$ cat src/rtl/pct_defs.vh
// Shared constants of the four channel pulse totalizer
// Function
// - Totals count to one million, then wrap
// - Count every pulse up to ten kilohertz
// - Virtual channel modes: second, minute, hour, wraps
// - Wrap mode adds one per total wrap
// - Inputs one to four feed channels pairwise
// - Each pulse adds the channel multiplier
// - Module address one to fifteen, unique
// - Address read from four binary jumpers
// - Serial link runs at 153.6 kilobits per second
// - Activity indicator toggles at a steady rate
`ifndef PCT_DEFS_VH
`define PCT_DEFS_VH

`define PCT_CLK_HZ 100_000_000
`define PCT_WIN_S 1
`define PCT_HB_MS 500
`define PCT_MS_PER_S 1000
`define PCT_BIT_RATE 153_600
`define PCT_SEC_PER_MIN 6'h3b
`define PCT_MIN_PER_HOUR 6'h3b

`define PCT_WRAP_LIMIT 21'h0f_4240
`define PCT_MULT_RST 16'h0001

`define PCT_MODE_SEC 2'h0
`define PCT_MODE_MIN 2'h1
`define PCT_MODE_HOUR 2'h2
`define PCT_MODE_WRAP 2'h3

`define PCT_OFF_STATUS 8'h00
`define PCT_OFF_MODE 8'h04
`define PCT_OFF_CLEAR 8'h08
`define PCT_OFF_MULT 8'h10
`define PCT_OFF_TOTAL 8'h20
`define PCT_OFF_VIRT 8'h30
`define PCT_GRP_MASK 8'hf0

`define PCT_RESP_OKAY 2'h0
`define PCT_RESP_SLVERR 2'h2

`define PCT_ADDR_ACK 4'ha

`define PCT_JMP_WAIT 2'h3
`define PCT_RX_LAST 3'h7
`define PCT_TX_LAST 4'h9
`endif

$ cat src/rtl/pct_chan.v
// One total channel with its paired virtual channel
`include "pct_defs.vh"
module pct_chan (
	input wire clk,
	input wire rst_b,
	input wire pulse,
	input wire clr,
	input wire [15:0] mult,
	input wire [1:0] mode,
	input wire sec_tick,
	input wire min_tick,
	input wire hour_tick,
	output reg [19:0] total_reg,
	output reg [31:0] virt_reg
);
	reg [31:0] acc_reg;
	wire [20:0] sum = {1'b0, total_reg} + {5'h0, mult};
	wire wrap = pulse & (sum >= `PCT_WRAP_LIMIT);
	wire [20:0] sum_wrapped = sum - `PCT_WRAP_LIMIT;
	wire [32:0] acc_add = {1'b0, acc_reg} + {17'h0, mult};
	// Saturate rather than roll over on absurd multipliers
	wire [31:0] acc_sat = acc_add[32] ? 32'hffff_ffff : acc_add[31:0];
	reg win;

	always @* begin
		case (mode)
		`PCT_MODE_SEC: win = sec_tick;
		`PCT_MODE_MIN: win = min_tick;
		`PCT_MODE_HOUR: win = hour_tick;
		default: win = 1'b0;
		endcase
	end

	always @(posedge clk or negedge rst_b) begin
		if (!rst_b) begin
			total_reg <= 20'h0_0000;
			virt_reg <= 32'h0000_0000;
			acc_reg <= 32'h0000_0000;
		end else if (clr) begin
			total_reg <= 20'h0_0000;
			virt_reg <= 32'h0000_0000;
			acc_reg <= 32'h0000_0000;
		end else begin
			if (pulse) begin
				// Multiplier below the limit, so one wrap at most
				total_reg <= wrap ? sum_wrapped[19:0] : sum[19:0];
			end
			if (mode == `PCT_MODE_WRAP) begin
				acc_reg <= 32'h0000_0000;
				if (wrap)
					virt_reg <= virt_reg + 32'h0000_0001;
			end else if (win) begin
				// Pulse on the closing edge still belongs to this window
				virt_reg <= pulse ? acc_sat : acc_reg;
				acc_reg <= 32'h0000_0000;
			end else if (pulse) begin
				acc_reg <= acc_sat;
			end
		end
	end
endmodule

$ cat src/rtl/pct_ser.v
// Serial link end: answers a poll of this module's address
`include "pct_defs.vh"
module pct_ser #(
	parameter BIT_CYC = 651
) (
	input wire clk,
	input wire rst_b,
	input wire rx,
	input wire [3:0] my_addr,
	input wire addr_ok,
	output reg tx_reg,
	output reg tx_oe_reg,
	output reg hit_reg
);
	localparam R_IDLE = 2'h0;
	localparam R_START = 2'h1;
	localparam R_DATA = 2'h2;
	localparam R_STOP = 2'h3;
	localparam T_IDLE = 1'b0;
	localparam T_SEND = 1'b1;
	localparam [31:0] BIT_FULL = BIT_CYC;
	localparam [31:0] HALF_FULL = BIT_CYC / 2;
	localparam [15:0] BIT_W = BIT_FULL[15:0];
	localparam [15:0] HALF_W = HALF_FULL[15:0];

	reg [1:0] rs_reg;
	reg [15:0] rcnt_reg;
	reg [2:0] rbit_reg;
	reg [7:0] rsh_reg;
	reg rx_d_reg;
	reg ts_reg;
	reg [15:0] tcnt_reg;
	reg [3:0] tbit_reg;
	reg [9:0] tsh_reg;

	always @(posedge clk or negedge rst_b) begin
		if (!rst_b) begin
			rs_reg <= R_IDLE;
			rcnt_reg <= 16'h0000;
			rbit_reg <= 3'h0;
			rsh_reg <= 8'h00;
			rx_d_reg <= 1'b1;
			hit_reg <= 1'b0;
		end else begin
			rx_d_reg <= rx;
			hit_reg <= 1'b0;
			case (rs_reg)
			R_IDLE: begin
				rcnt_reg <= 16'h0000;
				if (rx_d_reg & ~rx)
					rs_reg <= R_START;
			end
			R_START: begin
				rcnt_reg <= rcnt_reg + 16'h0001;
				if (rcnt_reg == HALF_W) begin
					rcnt_reg <= 16'h0000;
					rbit_reg <= 3'h0;
					rs_reg <= rx ? R_IDLE : R_DATA;
				end
			end
			R_DATA: begin
				rcnt_reg <= rcnt_reg + 16'h0001;
				if (rcnt_reg == BIT_W - 16'h0001) begin
					rcnt_reg <= 16'h0000;
					rsh_reg <= {rx, rsh_reg[7:1]};
					rbit_reg <= rbit_reg + 3'h1;
					if (rbit_reg == `PCT_RX_LAST)
						rs_reg <= R_STOP;
				end
			end
			default: begin
				rcnt_reg <= rcnt_reg + 16'h0001;
				if (rcnt_reg == BIT_W - 16'h0001) begin
					rs_reg <= R_IDLE;
					// Address zero is never answered
					hit_reg <= rx & addr_ok & (rsh_reg == {4'h0, my_addr});
				end
			end
			endcase
		end
	end

	always @(posedge clk or negedge rst_b) begin
		if (!rst_b) begin
			ts_reg <= T_IDLE;
			tcnt_reg <= 16'h0000;
			tbit_reg <= 4'h0;
			tsh_reg <= 10'h3ff;
			tx_reg <= 1'b1;
			tx_oe_reg <= 1'b0;
		end else begin
			case (ts_reg)
			T_IDLE: begin
				tx_reg <= 1'b1;
				tx_oe_reg <= 1'b0;
				if (hit_reg) begin
					tsh_reg <= {1'b1, `PCT_ADDR_ACK, my_addr, 1'b0};
					tcnt_reg <= 16'h0000;
					tbit_reg <= 4'h0;
					ts_reg <= T_SEND;
				end
			end
			default: begin
				tx_oe_reg <= 1'b1;
				tx_reg <= tsh_reg[0];
				tcnt_reg <= tcnt_reg + 16'h0001;
				if (tcnt_reg == BIT_W - 16'h0001) begin
					tcnt_reg <= 16'h0000;
					tsh_reg <= {1'b1, tsh_reg[9:1]};
					tbit_reg <= tbit_reg + 4'h1;
					if (tbit_reg == `PCT_TX_LAST)
						ts_reg <= T_IDLE;
				end
			end
			endcase
		end
	end
endmodule

$ cat src/rtl/pct_top.v
// Four channel pulse totalizer with AXI4-Lite registers and serial link
`include "pct_defs.vh"
module pct_top #(
	parameter SEC_CYCLES = `PCT_WIN_S * `PCT_CLK_HZ,
	parameter HB_CYCLES = `PCT_CLK_HZ / `PCT_MS_PER_S * `PCT_HB_MS
) (
	input wire CLK,
	input wire RST_B,
	input wire [3:0] PULSE_IN,
	input wire [3:0] ADDR_JUMPER,
	input wire SER_RX,
	output reg SER_TX,
	output reg SER_TX_OE,
	output reg ACTIVITY_LED,
	input wire [7:0] S_AXI_AWADDR,
	input wire S_AXI_AWVALID,
	output reg S_AXI_AWREADY,
	input wire [31:0] S_AXI_WDATA,
	input wire [3:0] S_AXI_WSTRB,
	input wire S_AXI_WVALID,
	output reg S_AXI_WREADY,
	output reg [1:0] S_AXI_BRESP,
	output reg S_AXI_BVALID,
	input wire S_AXI_BREADY,
	input wire [7:0] S_AXI_ARADDR,
	input wire S_AXI_ARVALID,
	output reg S_AXI_ARREADY,
	output reg [31:0] S_AXI_RDATA,
	output reg [1:0] S_AXI_RRESP,
	output reg S_AXI_RVALID,
	input wire S_AXI_RREADY
);
	localparam BIT_CYC = `PCT_CLK_HZ / `PCT_BIT_RATE;
	localparam [31:0] SEC_LAST = SEC_CYCLES - 1;
	localparam [31:0] HB_LAST = HB_CYCLES - 1;

	// Pin synchronisers; first stage feeds only the second
	reg [3:0] pin_s1_reg;
	reg [3:0] pin_s2_reg;
	reg [3:0] pin_d_reg;
	reg [3:0] jmp_s1_reg;
	reg [3:0] jmp_s2_reg;
	reg rx_s1_reg;
	reg rx_s2_reg;

	always @(posedge CLK or negedge RST_B) begin
		if (!RST_B) begin
			pin_s1_reg <= 4'h0;
			pin_s2_reg <= 4'h0;
			pin_d_reg <= 4'h0;
			jmp_s1_reg <= 4'h0;
			jmp_s2_reg <= 4'h0;
			rx_s1_reg <= 1'b1;
			rx_s2_reg <= 1'b1;
		end else begin
			pin_s1_reg <= PULSE_IN;
			pin_s2_reg <= pin_s1_reg;
			pin_d_reg <= pin_s2_reg;
			jmp_s1_reg <= ADDR_JUMPER;
			jmp_s2_reg <= jmp_s1_reg;
			rx_s1_reg <= SER_RX;
			rx_s2_reg <= rx_s1_reg;
		end
	end

	// One cycle per rising edge; 10 kHz is far below the clock
	wire [3:0] pulse_rise = pin_s2_reg & ~pin_d_reg;

	// Jumpers caught once after reset release, A position reads as ten
	reg [3:0] addr_reg;
	reg addr_got_reg;
	reg [1:0] addr_wait_reg;
	always @(posedge CLK or negedge RST_B) begin
		if (!RST_B) begin
			addr_reg <= 4'h0;
			addr_got_reg <= 1'b0;
			addr_wait_reg <= 2'h0;
		end else if (!addr_got_reg) begin
			// Wait until the synchroniser holds real pin levels
			addr_wait_reg <= addr_wait_reg + 2'h1;
			if (addr_wait_reg == `PCT_JMP_WAIT) begin
				addr_reg <= jmp_s2_reg;
				addr_got_reg <= 1'b1;
			end
		end
	end
	wire addr_ok = addr_got_reg & (addr_reg != 4'h0);

	// Window timebase: second, minute and hour strobes
	reg [31:0] sec_cnt_reg;
	reg [5:0] sec_in_min_reg;
	reg [5:0] min_in_hour_reg;
	reg sec_tick_reg;
	reg min_tick_reg;
	reg hour_tick_reg;
	wire sec_end = (sec_cnt_reg == SEC_LAST);
	wire min_end = sec_end & (sec_in_min_reg == `PCT_SEC_PER_MIN);
	wire hour_end = min_end & (min_in_hour_reg == `PCT_MIN_PER_HOUR);
	always @(posedge CLK or negedge RST_B) begin
		if (!RST_B) begin
			sec_cnt_reg <= 32'h0000_0000;
			sec_in_min_reg <= 6'h00;
			min_in_hour_reg <= 6'h00;
			sec_tick_reg <= 1'b0;
			min_tick_reg <= 1'b0;
			hour_tick_reg <= 1'b0;
		end else begin
			sec_tick_reg <= sec_end;
			min_tick_reg <= min_end;
			hour_tick_reg <= hour_end;
			sec_cnt_reg <= sec_end ? 32'h0000_0000
				: sec_cnt_reg + 32'h0000_0001;
			if (min_end)
				sec_in_min_reg <= 6'h00;
			else if (sec_end)
				sec_in_min_reg <= sec_in_min_reg + 6'h01;
			if (hour_end)
				min_in_hour_reg <= 6'h00;
			else if (min_end)
				min_in_hour_reg <= min_in_hour_reg + 6'h01;
		end
	end

	// Heartbeat toggles only after the address has been caught
	reg [31:0] hb_cnt_reg;
	always @(posedge CLK or negedge RST_B) begin
		if (!RST_B) begin
			hb_cnt_reg <= 32'h0000_0000;
			ACTIVITY_LED <= 1'b0;
		end else if (addr_got_reg) begin
			if (hb_cnt_reg == HB_LAST) begin
				hb_cnt_reg <= 32'h0000_0000;
				ACTIVITY_LED <= ~ACTIVITY_LED;
			end else begin
				hb_cnt_reg <= hb_cnt_reg + 32'h0000_0001;
			end
		end
	end

	// Software state
	reg [7:0] mode_reg;
	reg [63:0] mult_reg;
	reg [3:0] clr_reg;
	wire [79:0] total_all;
	wire [127:0] virt_all;

	genvar i;
	generate
		for (i = 0; i < 4; i = i + 1) begin : g_ch
			// Input i feeds total i and virtual channel i + 4
			pct_chan u_chan (
				.clk(CLK),
				.rst_b(RST_B),
				.pulse(pulse_rise[i]),
				.clr(clr_reg[i]),
				.mult(mult_reg[16*i+15:16*i]),
				.mode(mode_reg[2*i+1:2*i]),
				.sec_tick(sec_tick_reg),
				.min_tick(min_tick_reg),
				.hour_tick(hour_tick_reg),
				.total_reg(total_all[20*i+19:20*i]),
				.virt_reg(virt_all[32*i+31:32*i])
			);
		end
	endgenerate

	wire ser_tx;
	wire ser_oe;
	pct_ser #(
		.BIT_CYC(BIT_CYC)
	) u_ser (
		.clk(CLK),
		.rst_b(RST_B),
		.rx(rx_s2_reg),
		.my_addr(addr_reg),
		.addr_ok(addr_ok),
		.tx_reg(ser_tx),
		.tx_oe_reg(ser_oe),
		.hit_reg()
	);
	always @(posedge CLK or negedge RST_B) begin
		if (!RST_B) begin
			SER_TX <= 1'b1;
			SER_TX_OE <= 1'b0;
		end else begin
			SER_TX <= ser_tx;
			SER_TX_OE <= ser_oe;
		end
	end

	// AXI4-Lite write path: address and data taken in either order
	reg aw_have_reg;
	reg w_have_reg;
	reg [7:0] aw_addr_reg;
	reg [31:0] w_data_reg;
	reg [3:0] w_strb_reg;
	wire [31:0] wmask = {{8{w_strb_reg[3]}}, {8{w_strb_reg[2]}},
		{8{w_strb_reg[1]}}, {8{w_strb_reg[0]}}};
	wire [1:0] widx = aw_addr_reg[3:2];
	wire [31:0] mult_old = {16'h0000, mult_reg[16*widx+:16]};
	wire [31:0] mult_new = (mult_old & ~wmask) | (w_data_reg & wmask);
	wire [31:0] mode_new = ({24'h00_0000, mode_reg} & ~wmask)
		| (w_data_reg & wmask);
	wire do_write = aw_have_reg & w_have_reg & ~S_AXI_BVALID;
	wire wr_mode = (aw_addr_reg == `PCT_OFF_MODE);
	wire wr_clear = (aw_addr_reg == `PCT_OFF_CLEAR);
	wire wr_mult = ((aw_addr_reg & `PCT_GRP_MASK) == `PCT_OFF_MULT)
		& (aw_addr_reg[1:0] == 2'h0);
	wire wr_ro = (aw_addr_reg == `PCT_OFF_STATUS)
		| (((aw_addr_reg & `PCT_GRP_MASK) == `PCT_OFF_TOTAL)
		& (aw_addr_reg[1:0] == 2'h0))
		| (((aw_addr_reg & `PCT_GRP_MASK) == `PCT_OFF_VIRT)
		& (aw_addr_reg[1:0] == 2'h0));

	always @(posedge CLK or negedge RST_B) begin
		if (!RST_B) begin
			S_AXI_AWREADY <= 1'b1;
			S_AXI_WREADY <= 1'b1;
			S_AXI_BVALID <= 1'b0;
			S_AXI_BRESP <= `PCT_RESP_OKAY;
			aw_have_reg <= 1'b0;
			w_have_reg <= 1'b0;
			aw_addr_reg <= 8'h00;
			w_data_reg <= 32'h0000_0000;
			w_strb_reg <= 4'h0;
			mode_reg <= 8'h00;
			mult_reg <= {4{`PCT_MULT_RST}};
			clr_reg <= 4'h0;
		end else begin
			clr_reg <= 4'h0;
			if (S_AXI_AWVALID & S_AXI_AWREADY) begin
				aw_addr_reg <= S_AXI_AWADDR;
				aw_have_reg <= 1'b1;
				S_AXI_AWREADY <= 1'b0;
			end
			if (S_AXI_WVALID & S_AXI_WREADY) begin
				w_data_reg <= S_AXI_WDATA;
				w_strb_reg <= S_AXI_WSTRB;
				w_have_reg <= 1'b1;
				S_AXI_WREADY <= 1'b0;
			end
			if (do_write) begin
				aw_have_reg <= 1'b0;
				w_have_reg <= 1'b0;
				S_AXI_BVALID <= 1'b1;
				S_AXI_BRESP <= `PCT_RESP_OKAY;
				if (wr_mode)
					mode_reg <= mode_new[7:0];
				else if (wr_clear)
					clr_reg <= w_data_reg[3:0] & wmask[3:0];
				else if (wr_mult)
					mult_reg[16*widx+:16] <= mult_new[15:0];
				else if (!wr_ro)
					S_AXI_BRESP <= `PCT_RESP_SLVERR;
			end
			if (S_AXI_BVALID & S_AXI_BREADY) begin
				S_AXI_BVALID <= 1'b0;
				S_AXI_AWREADY <= 1'b1;
				S_AXI_WREADY <= 1'b1;
			end
		end
	end

	// AXI4-Lite read path
	wire [1:0] ridx = S_AXI_ARADDR[3:2];
	wire rd_word = (S_AXI_ARADDR[1:0] == 2'h0);
	wire [7:0] rgrp = S_AXI_ARADDR & `PCT_GRP_MASK;
	reg [31:0] rd_val;
	reg rd_err;
	always @* begin
		rd_val = 32'h0000_0000;
		rd_err = 1'b0;
		if (S_AXI_ARADDR == `PCT_OFF_STATUS)
			rd_val = {26'h000_0000, ACTIVITY_LED, addr_ok, addr_reg};
		else if (S_AXI_ARADDR == `PCT_OFF_MODE)
			rd_val = {24'h00_0000, mode_reg};
		else if (S_AXI_ARADDR == `PCT_OFF_CLEAR)
			rd_val = 32'h0000_0000;
		else if (rd_word & (rgrp == `PCT_OFF_MULT))
			rd_val = {16'h0000, mult_reg[16*ridx+:16]};
		else if (rd_word & (rgrp == `PCT_OFF_TOTAL))
			rd_val = {12'h000, total_all[20*ridx+:20]};
		else if (rd_word & (rgrp == `PCT_OFF_VIRT))
			rd_val = virt_all[32*ridx+:32];
		else
			rd_err = 1'b1;
	end

	always @(posedge CLK or negedge RST_B) begin
		if (!RST_B) begin
			S_AXI_ARREADY <= 1'b1;
			S_AXI_RVALID <= 1'b0;
			S_AXI_RDATA <= 32'h0000_0000;
			S_AXI_RRESP <= `PCT_RESP_OKAY;
		end else begin
			if (S_AXI_ARVALID & S_AXI_ARREADY) begin
				S_AXI_ARREADY <= 1'b0;
				S_AXI_RVALID <= 1'b1;
				S_AXI_RDATA <= rd_val;
				S_AXI_RRESP <= rd_err ? `PCT_RESP_SLVERR : `PCT_RESP_OKAY;
			end
			if (S_AXI_RVALID & S_AXI_RREADY) begin
				S_AXI_RVALID <= 1'b0;
				S_AXI_ARREADY <= 1'b1;
			end
		end
	end
endmodule
$ cat config.mk
export PLATFORM = sky130hd
export DESIGN_NAME = pct_top
export DESIGN_NICKNAME = d
export VERILOG_FILES = /design/src/rtl/pct_chan.v /design/src/rtl/pct_ser.v /design/src/rtl/pct_top.v
export VERILOG_INCLUDE_DIRS = /design/src /design/src/rtl
export SDC_FILE = /design/constraint.sdc
export NUM_CORES = 2
export LEC_CHECK = 0
export BUFFER_PORTS_ARGS = -buffer_cell sky130_fd_sc_hd__buf_2
export CELL_PAD_IN_SITES_DETAIL_PLACEMENT = 1
export CELL_PAD_IN_SITES_GLOBAL_PLACEMENT = 2
export CORE_UTILIZATION = 41
export CTS_BUF_LIST = sky130_fd_sc_hd__clkbuf_8 sky130_fd_sc_hd__clkbuf_16
export CTS_CLUSTER_DIAMETER = 30
export DETAILED_ROUTE_END_ITERATION = 10
export PLACE_DENSITY = 0.79
export SYNTH_ARGS = -nofsm -noshare
export SYNTH_HDL_FRONTEND = slang
export SYNTH_SLANG_ARGS = --single-unit
$ cat constraint.sdc
create_clock -name CLK -period 5.4 [get_ports CLK]
set_input_delay 0.81 -clock CLK [delete_from_list [all_inputs] [get_ports CLK]]
set_output_delay 0.81 -clock CLK [all_outputs]
set_load 0.1 [all_outputs]
Word level (Yosys, flattened, before mapping). Cells that the tools add are included.

Flip-flop bits (word level): 656. Output and inout bits: 44.

Bitwise gates (word level): 40. Eq/ne operators: 44. Reductions and logical operators: 42. Order comparisons: 4. Multipliers: 1. $add $sub $neg: 26. Mux-type cells: 125. Shifts and indexed selects: 6.

Operators by type and width (number): 32-bit two-way mux (44); 20-bit two-way mux (12); 32-bit by 1-bit adder with 32-bit output, second input constant (6); 32-bit by 16-bit adder with 33-bit output (4); 128-bit by 8-bit indexed part select with 32-bit output (1); 64-bit by 7-bit indexed part select with 16-bit output (2); 20-bit by 16-bit adder with 21-bit output (4); 21-bit by 20-bit >= comparator with 1-bit output, second input constant (4); 16-bit two-way mux (5); 80-bit by 8-bit indexed part select with 20-bit output (1); 20-bit subtractor, second input constant (4); 64-bit bitwise mux (1); 16-bit by 34-bit variable shift with 64-bit output, first input constant (1); 16-bit by 34-bit indexed part select with 64-bit output (1); 16-bit one-hot mux with 3 select lines (1); 6-bit negation with 34-bit output (1); 16-bit by 1-bit adder with 16-bit output, second input constant (2); 16-bit AND (2); 16-bit by 10-bit equality test with 1-bit output, second input constant (2); 32-bit by 26-bit equality test with 1-bit output, second input constant (1); 32-bit by 27-bit equality test with 1-bit output, second input constant (1); 1-bit two-way mux (30); 10-bit two-way mux (3); 2-bit nonzero test (14); other kinds (44) (141).

Logic depth before layout (Yosys ltp).
Depth after elaboration: 9. Gate-level depth with buffers: 19.

Hierarchy. A second synthesis with hierarchy kept.

Cell total of the unflattened synthesis: 4506. Area total of the unflattened synthesis: 41812.6 um^2.

Modules (own cells, without submodules): pct_chan at g_ch[0].u_chan ... (times used 3, area an instance 6334.8 um^2, cells each 763); pct_top (times used 1, area an instance 12798.5 um^2, cells each 1069); pct_chan at g_ch[1].u_chan (times used 1, area an instance 6671.4 um^2, cells each 817); pct_ser (times used 1, area an instance 3338.2 um^2, cells each 331).

Least setup slack after synthesis. OpenSTA, ideal clock, no wires.

Path kind: register -> register. From: register mult_reg[52]. To: register g_ch[3].u_chan.virt_reg[17]. Data required time: 5.278 ns. Buffers on the path: 0. Period minus slack after synthesis: 3.909 ns. Stages on the path, launching flop included: 16. Arrival: 3.787 ns. Path slack: 1.491 ns. Path through: dfrtp_1 -> ha_1 -> and2_4 -> a221oi_4 -> a21oi_1 -> or3_1 -> nand2_1 -> ha_1 -> nand4_1 -> or4_1 -> a211oi_1 -> o41ai_2 -> nor2_2 -> nand3_2 -> or3_1 -> a32o_1.

Word-level cells in the longest chain between the ends: 6.

Ends and longest elaborated chain: start, declared (line pct_top.v:142) `reg [63:0] mult_reg;`; start signal, assigned (line pct_top.v:227) `` mult_reg <= {4{`PCT_MULT_RST}}; ``; start signal, assigned by index (line pct_top.v:252) `mult_reg[16*widx+:16] <= mult_new[15:0];`; parallel branches: the longest is 6 deep, another holds 20-bit by 16-bit adder with 21-bit output; end signal, assigned (line pct_chan.v:51) `virt_reg <= virt_reg + 32'h0000_0001;`; end signal, assigned (line pct_chan.v:54) `virt_reg <= pulse ? acc_sat : acc_reg;`; end, declared (line pct_chan.v:14) `output reg [31:0] virt_reg`.

Parallel ways; which one is timed is not known. The select of a mux whose other input is x is not followed. A chain may end at the register's enable or synchronous reset.

Worst setup path in the final report.
From: register g_ch[3].u_chan.total_reg[0]. To: register g_ch[3].u_chan.virt_reg[30].

Word-level cells in the longest chain between the ends: 5.

Ends and longest elaborated chain: start, declared (line pct_chan.v:13) `output reg [19:0] total_reg,`; start signal, assigned (line pct_chan.v:46) `total_reg <= wrap ? sum_wrapped[19:0] : sum[19:0];`; 20-bit by 16-bit adder with 21-bit output (line pct_chan.v:17) `wire [20:0] sum = {1'b0, total_reg} + {5'h0, mult};`; 21-bit by 20-bit >= comparator with 1-bit output (no source line); 1-bit AND (line pct_chan.v:18) `` wire wrap = pulse & (sum >= `PCT_WRAP_LIMIT); ``; 3-bit by 2-bit inequality test with 1-bit output (no source line); 2-bit AND reduction (no source line).

Every way passes these cells.

==> results_dict.tcl <==
set metrics [dict create \
    fin_crit_sh 0.895 \
    relSlewSlack 0.189 \
    vias 37100 \
    yosysSeqAreaShare 0.398 \
    syn_to_final_growth_pct 21.1 \
    setup_viol 0 \
    worst_pin_slew_ns 1.21 \
    regToRegSetupSlack_ns 0.57 \
    switching_share 0.301 \
    cts_sinks 652 \
    fmax_mhz 207 \
    wire_per_inst_um 24.4 \
    synth_edf_count 0 \
    numCtsBuffers 188 \
    placed_area_um2 42900 \
    r2r-end "g_ch[3].u_chan.virt_reg[30]$_DFFE_PN0P_" \
    cap_violations 0 \
    syn_avg_cell_area_um2 9.10 \
    p_comb_frac 0.166 \
    yosysTopAreaCellShare 0.385 \
    hp-class "primary input to asynchronous set/reset pin" \
    dieArea_um2 101000 \
    power_mw 21.6 \
    synth_cell_types 99 \
    intPower_mw 15.1 \
    setup_ws_ns 0.567 \
    numPortBuffers 91 \
    holdBufCountCts 0 \
    endpoint_kind "register" \
    die_y_um 318 \
    dp_slack_ns 0.601 \
    synthTopCellsByCount "dfrtp_1 (632), nor2_1 (489), nand2_1 (488)" \
    drt_iter0_markers 2757 \
    reg2reg_depth 15 \
    worstPathCellList "ha_1, fa_1, a211oi_2, o21ai_1, and2_1, nor2_1, ha_1, nand4_1, or4_1, a211oi_1, o41ai_2, or2_1, a211o_1, a221o_1, o21ai_1" \
    power_density_nw_per_um2 435 \
    critPathLaunchType "register" \
    die_x_um 318 \
    clk_latency_ns 0.77 \
    p_switching_mw 6.51 \
    cp.arrival_ns 5.52 \
    grt_pass1_vias 38100 \
    ys.flop_type "dfrtp_1" \
    status "complete, no violations" \
    dp_cells 5740 \
    period_minus_slack_ns 4.83 \
    synth_seq_cells 652 \
    p_leak_nw 22.0 \
    path_class "register to register" \
    whs_ns 0.0704 \
    layout-drive-gt1-share 0.145 \
    reg2reg_from "g_ch[3].u_chan.total_reg[0]$_DFFE_PN0P_" \
    slowest_stage "a211o_1" \
    worstPathMaxFanout 12 \
    cts.path.max_buffers 3 \
    rows 115 \
    fin_cells 6089 \
    critPathTopFamily "compound AO/OA/AOI/OAI gates" \
    place.gp.congestion 0.927 \
    peakVddDrop_mv 0.240 \
    ios 112 \
    routed_via_density 6.10 \
    antenna_found_initial 7 \
    netlist_area_um2 41000 \
    synthTopCellsByArea "dfrtp_1 (39%), ha_1 (5.0%), mux4_2 (4.6%)" \
    num-fill-cells 11100 \
    clock_skew_ns 0.0248 \
    critPathMaxStageDelay_ns 0.58 \
    cts_root_buf "clkbuf_16" \
    initial_core_util 0.416 \
    dp_hpwl_um 107000 \
    nets 4884 \
    rsz0062_at_grt "false" \
    synth_warnings 0 \
    cts_tree "built" \
    hold_viol_final 0 \
    grtUsageTotal 0.294 \
    first_pass_iters 8 \
    required_ns 6.09 \
    cts_resized 0 \
    final_util 0.503 \
    htree_levels 4 \
    drc 0 \
    cts_setup_buffers 0 \
    fin_area_um2 49700 \
    grt_max_degree 127 \
    clock_power_share 0.542 \
    core_area_um2 98700 \
    setup-tns-final_ns 0 \
    synth.largest_area_cell "dfrtp_1" \
    grt_overflow 0 \
    drtAntennaViolNets 0 \
    synth_most_common_cell "dfrtp_1" \
    routed_wl_um 149000 \
    path_buf_inv 0 \
    clk_pin_slew_ns 0.04 \
    maxSlewViolCount 0 \
    synthCells 4508 \
    async_flop_share 1.00 \
    seqPwrFrac 0.292 \
    grt_pass1_wl_um 231000 \
]
## cell usage in the layout, fill, tap and decap left out, drive strengths merged, types with 147 or more instances in the layout
master / synthesis / layout
a21oi: 240 / 240
buf: 49 / 155
clkbuf: 162 / 234
dfrtp: 632 / 632
ha: 165 / 165
inv: 112 / 147
nand2: 488 / 488
nand3: 178 / 178
nor2: 490 / 490
o21ai: 349 / 349
xnor2: 147 / 147
## final cells by class
class / count / area [um2] / area share
multi-input combinational: 3533 / 23500 / 0.473
timing repair buffer: 155 / 1010 / 0.0204
inverter: 113 / 424 / 0.00854
tap: 1287 / 1610 / 0.0324
clock inverter: 113 / 1440 / 0.0290
clock buffer: 234 / 5370 / 0.108
sequential: 652 / 16300 / 0.329
antenna: 2 / 5.00 / 0.000101
## routing by layer
layer	GRT usage	vias up	part of all wire
li1	-	16900	-
met5	0	-	0
met1	0.415	18900	0.46
met2	0.448	1053	0.45
met4	0.115	0	0.035
met3	0.0494	248	0.060
## how the worst max path moves through the flow
| stage | end | cells after the start | start | slack [ns] |
|---|---|---|---|---|
| floorplan | g_ch[3].u_chan.virt_reg[17]$_DFFE_PN0P_ | 15 | mult_reg[52]$_DFFE_PN0P_ | 1.49 |
| global placement | g_ch[3].u_chan.virt_reg[30]$_DFFE_PN0P_ | 13 | g_ch[3].u_chan.total_reg[0]$_DFFE_PN0P_ | 0.64 |
| detailed placement | g_ch[3].u_chan.virt_reg[30]$_DFFE_PN0P_ | 15 | mult_reg[52]$_DFFE_PN0P_ | 0.60 |
| CTS | g_ch[3].u_chan.virt_reg[30]$_DFFE_PN0P_ | 15 | g_ch[3].u_chan.total_reg[0]$_DFFE_PN0P_ | 0.56 |
| global route | g_ch[2].u_chan.virt_reg[30]$_DFFE_PN0P_ | 18 | g_ch[2].u_chan.total_reg[0]$_DFFE_PN0P_ | 0.24 |
| finish | g_ch[3].u_chan.virt_reg[30]$_DFFE_PN0P_ | 15 | g_ch[3].u_chan.total_reg[0]$_DFFE_PN0P_ | 0.57 |
## power by group through the flow
stage | Sequential (mW) | Combinational, mW | Clock [mW]
floorplan | 6.03 | 2.56 | 0
global placement | 6.31 | 3.46 | 0
detailed placement | 6.33 | 3.55 | 0
CTS | 6.28 | 3.60 | 11.9
global route | 6.36 | 3.98 | 12.1
finish | 6.31 | 3.60 | 11.7
## cell families after synthesis
kind of cell / count (synthesis) / synth area share
AOI/OAI and AO/OA: 1167 / 0.187
xor gates and xnor gates: 248 / 0.0529
adders and majority gates: 173 / 0.0542
buffers and inverters: 324 / 0.0310
DFF: 652 / 0.398
muxes: 198 / 0.0754
other: 1 / 0.0000914
and+or+nand+nor: 1745 / 0.202
No activity file was read; power rests on OpenSTA's default activity.
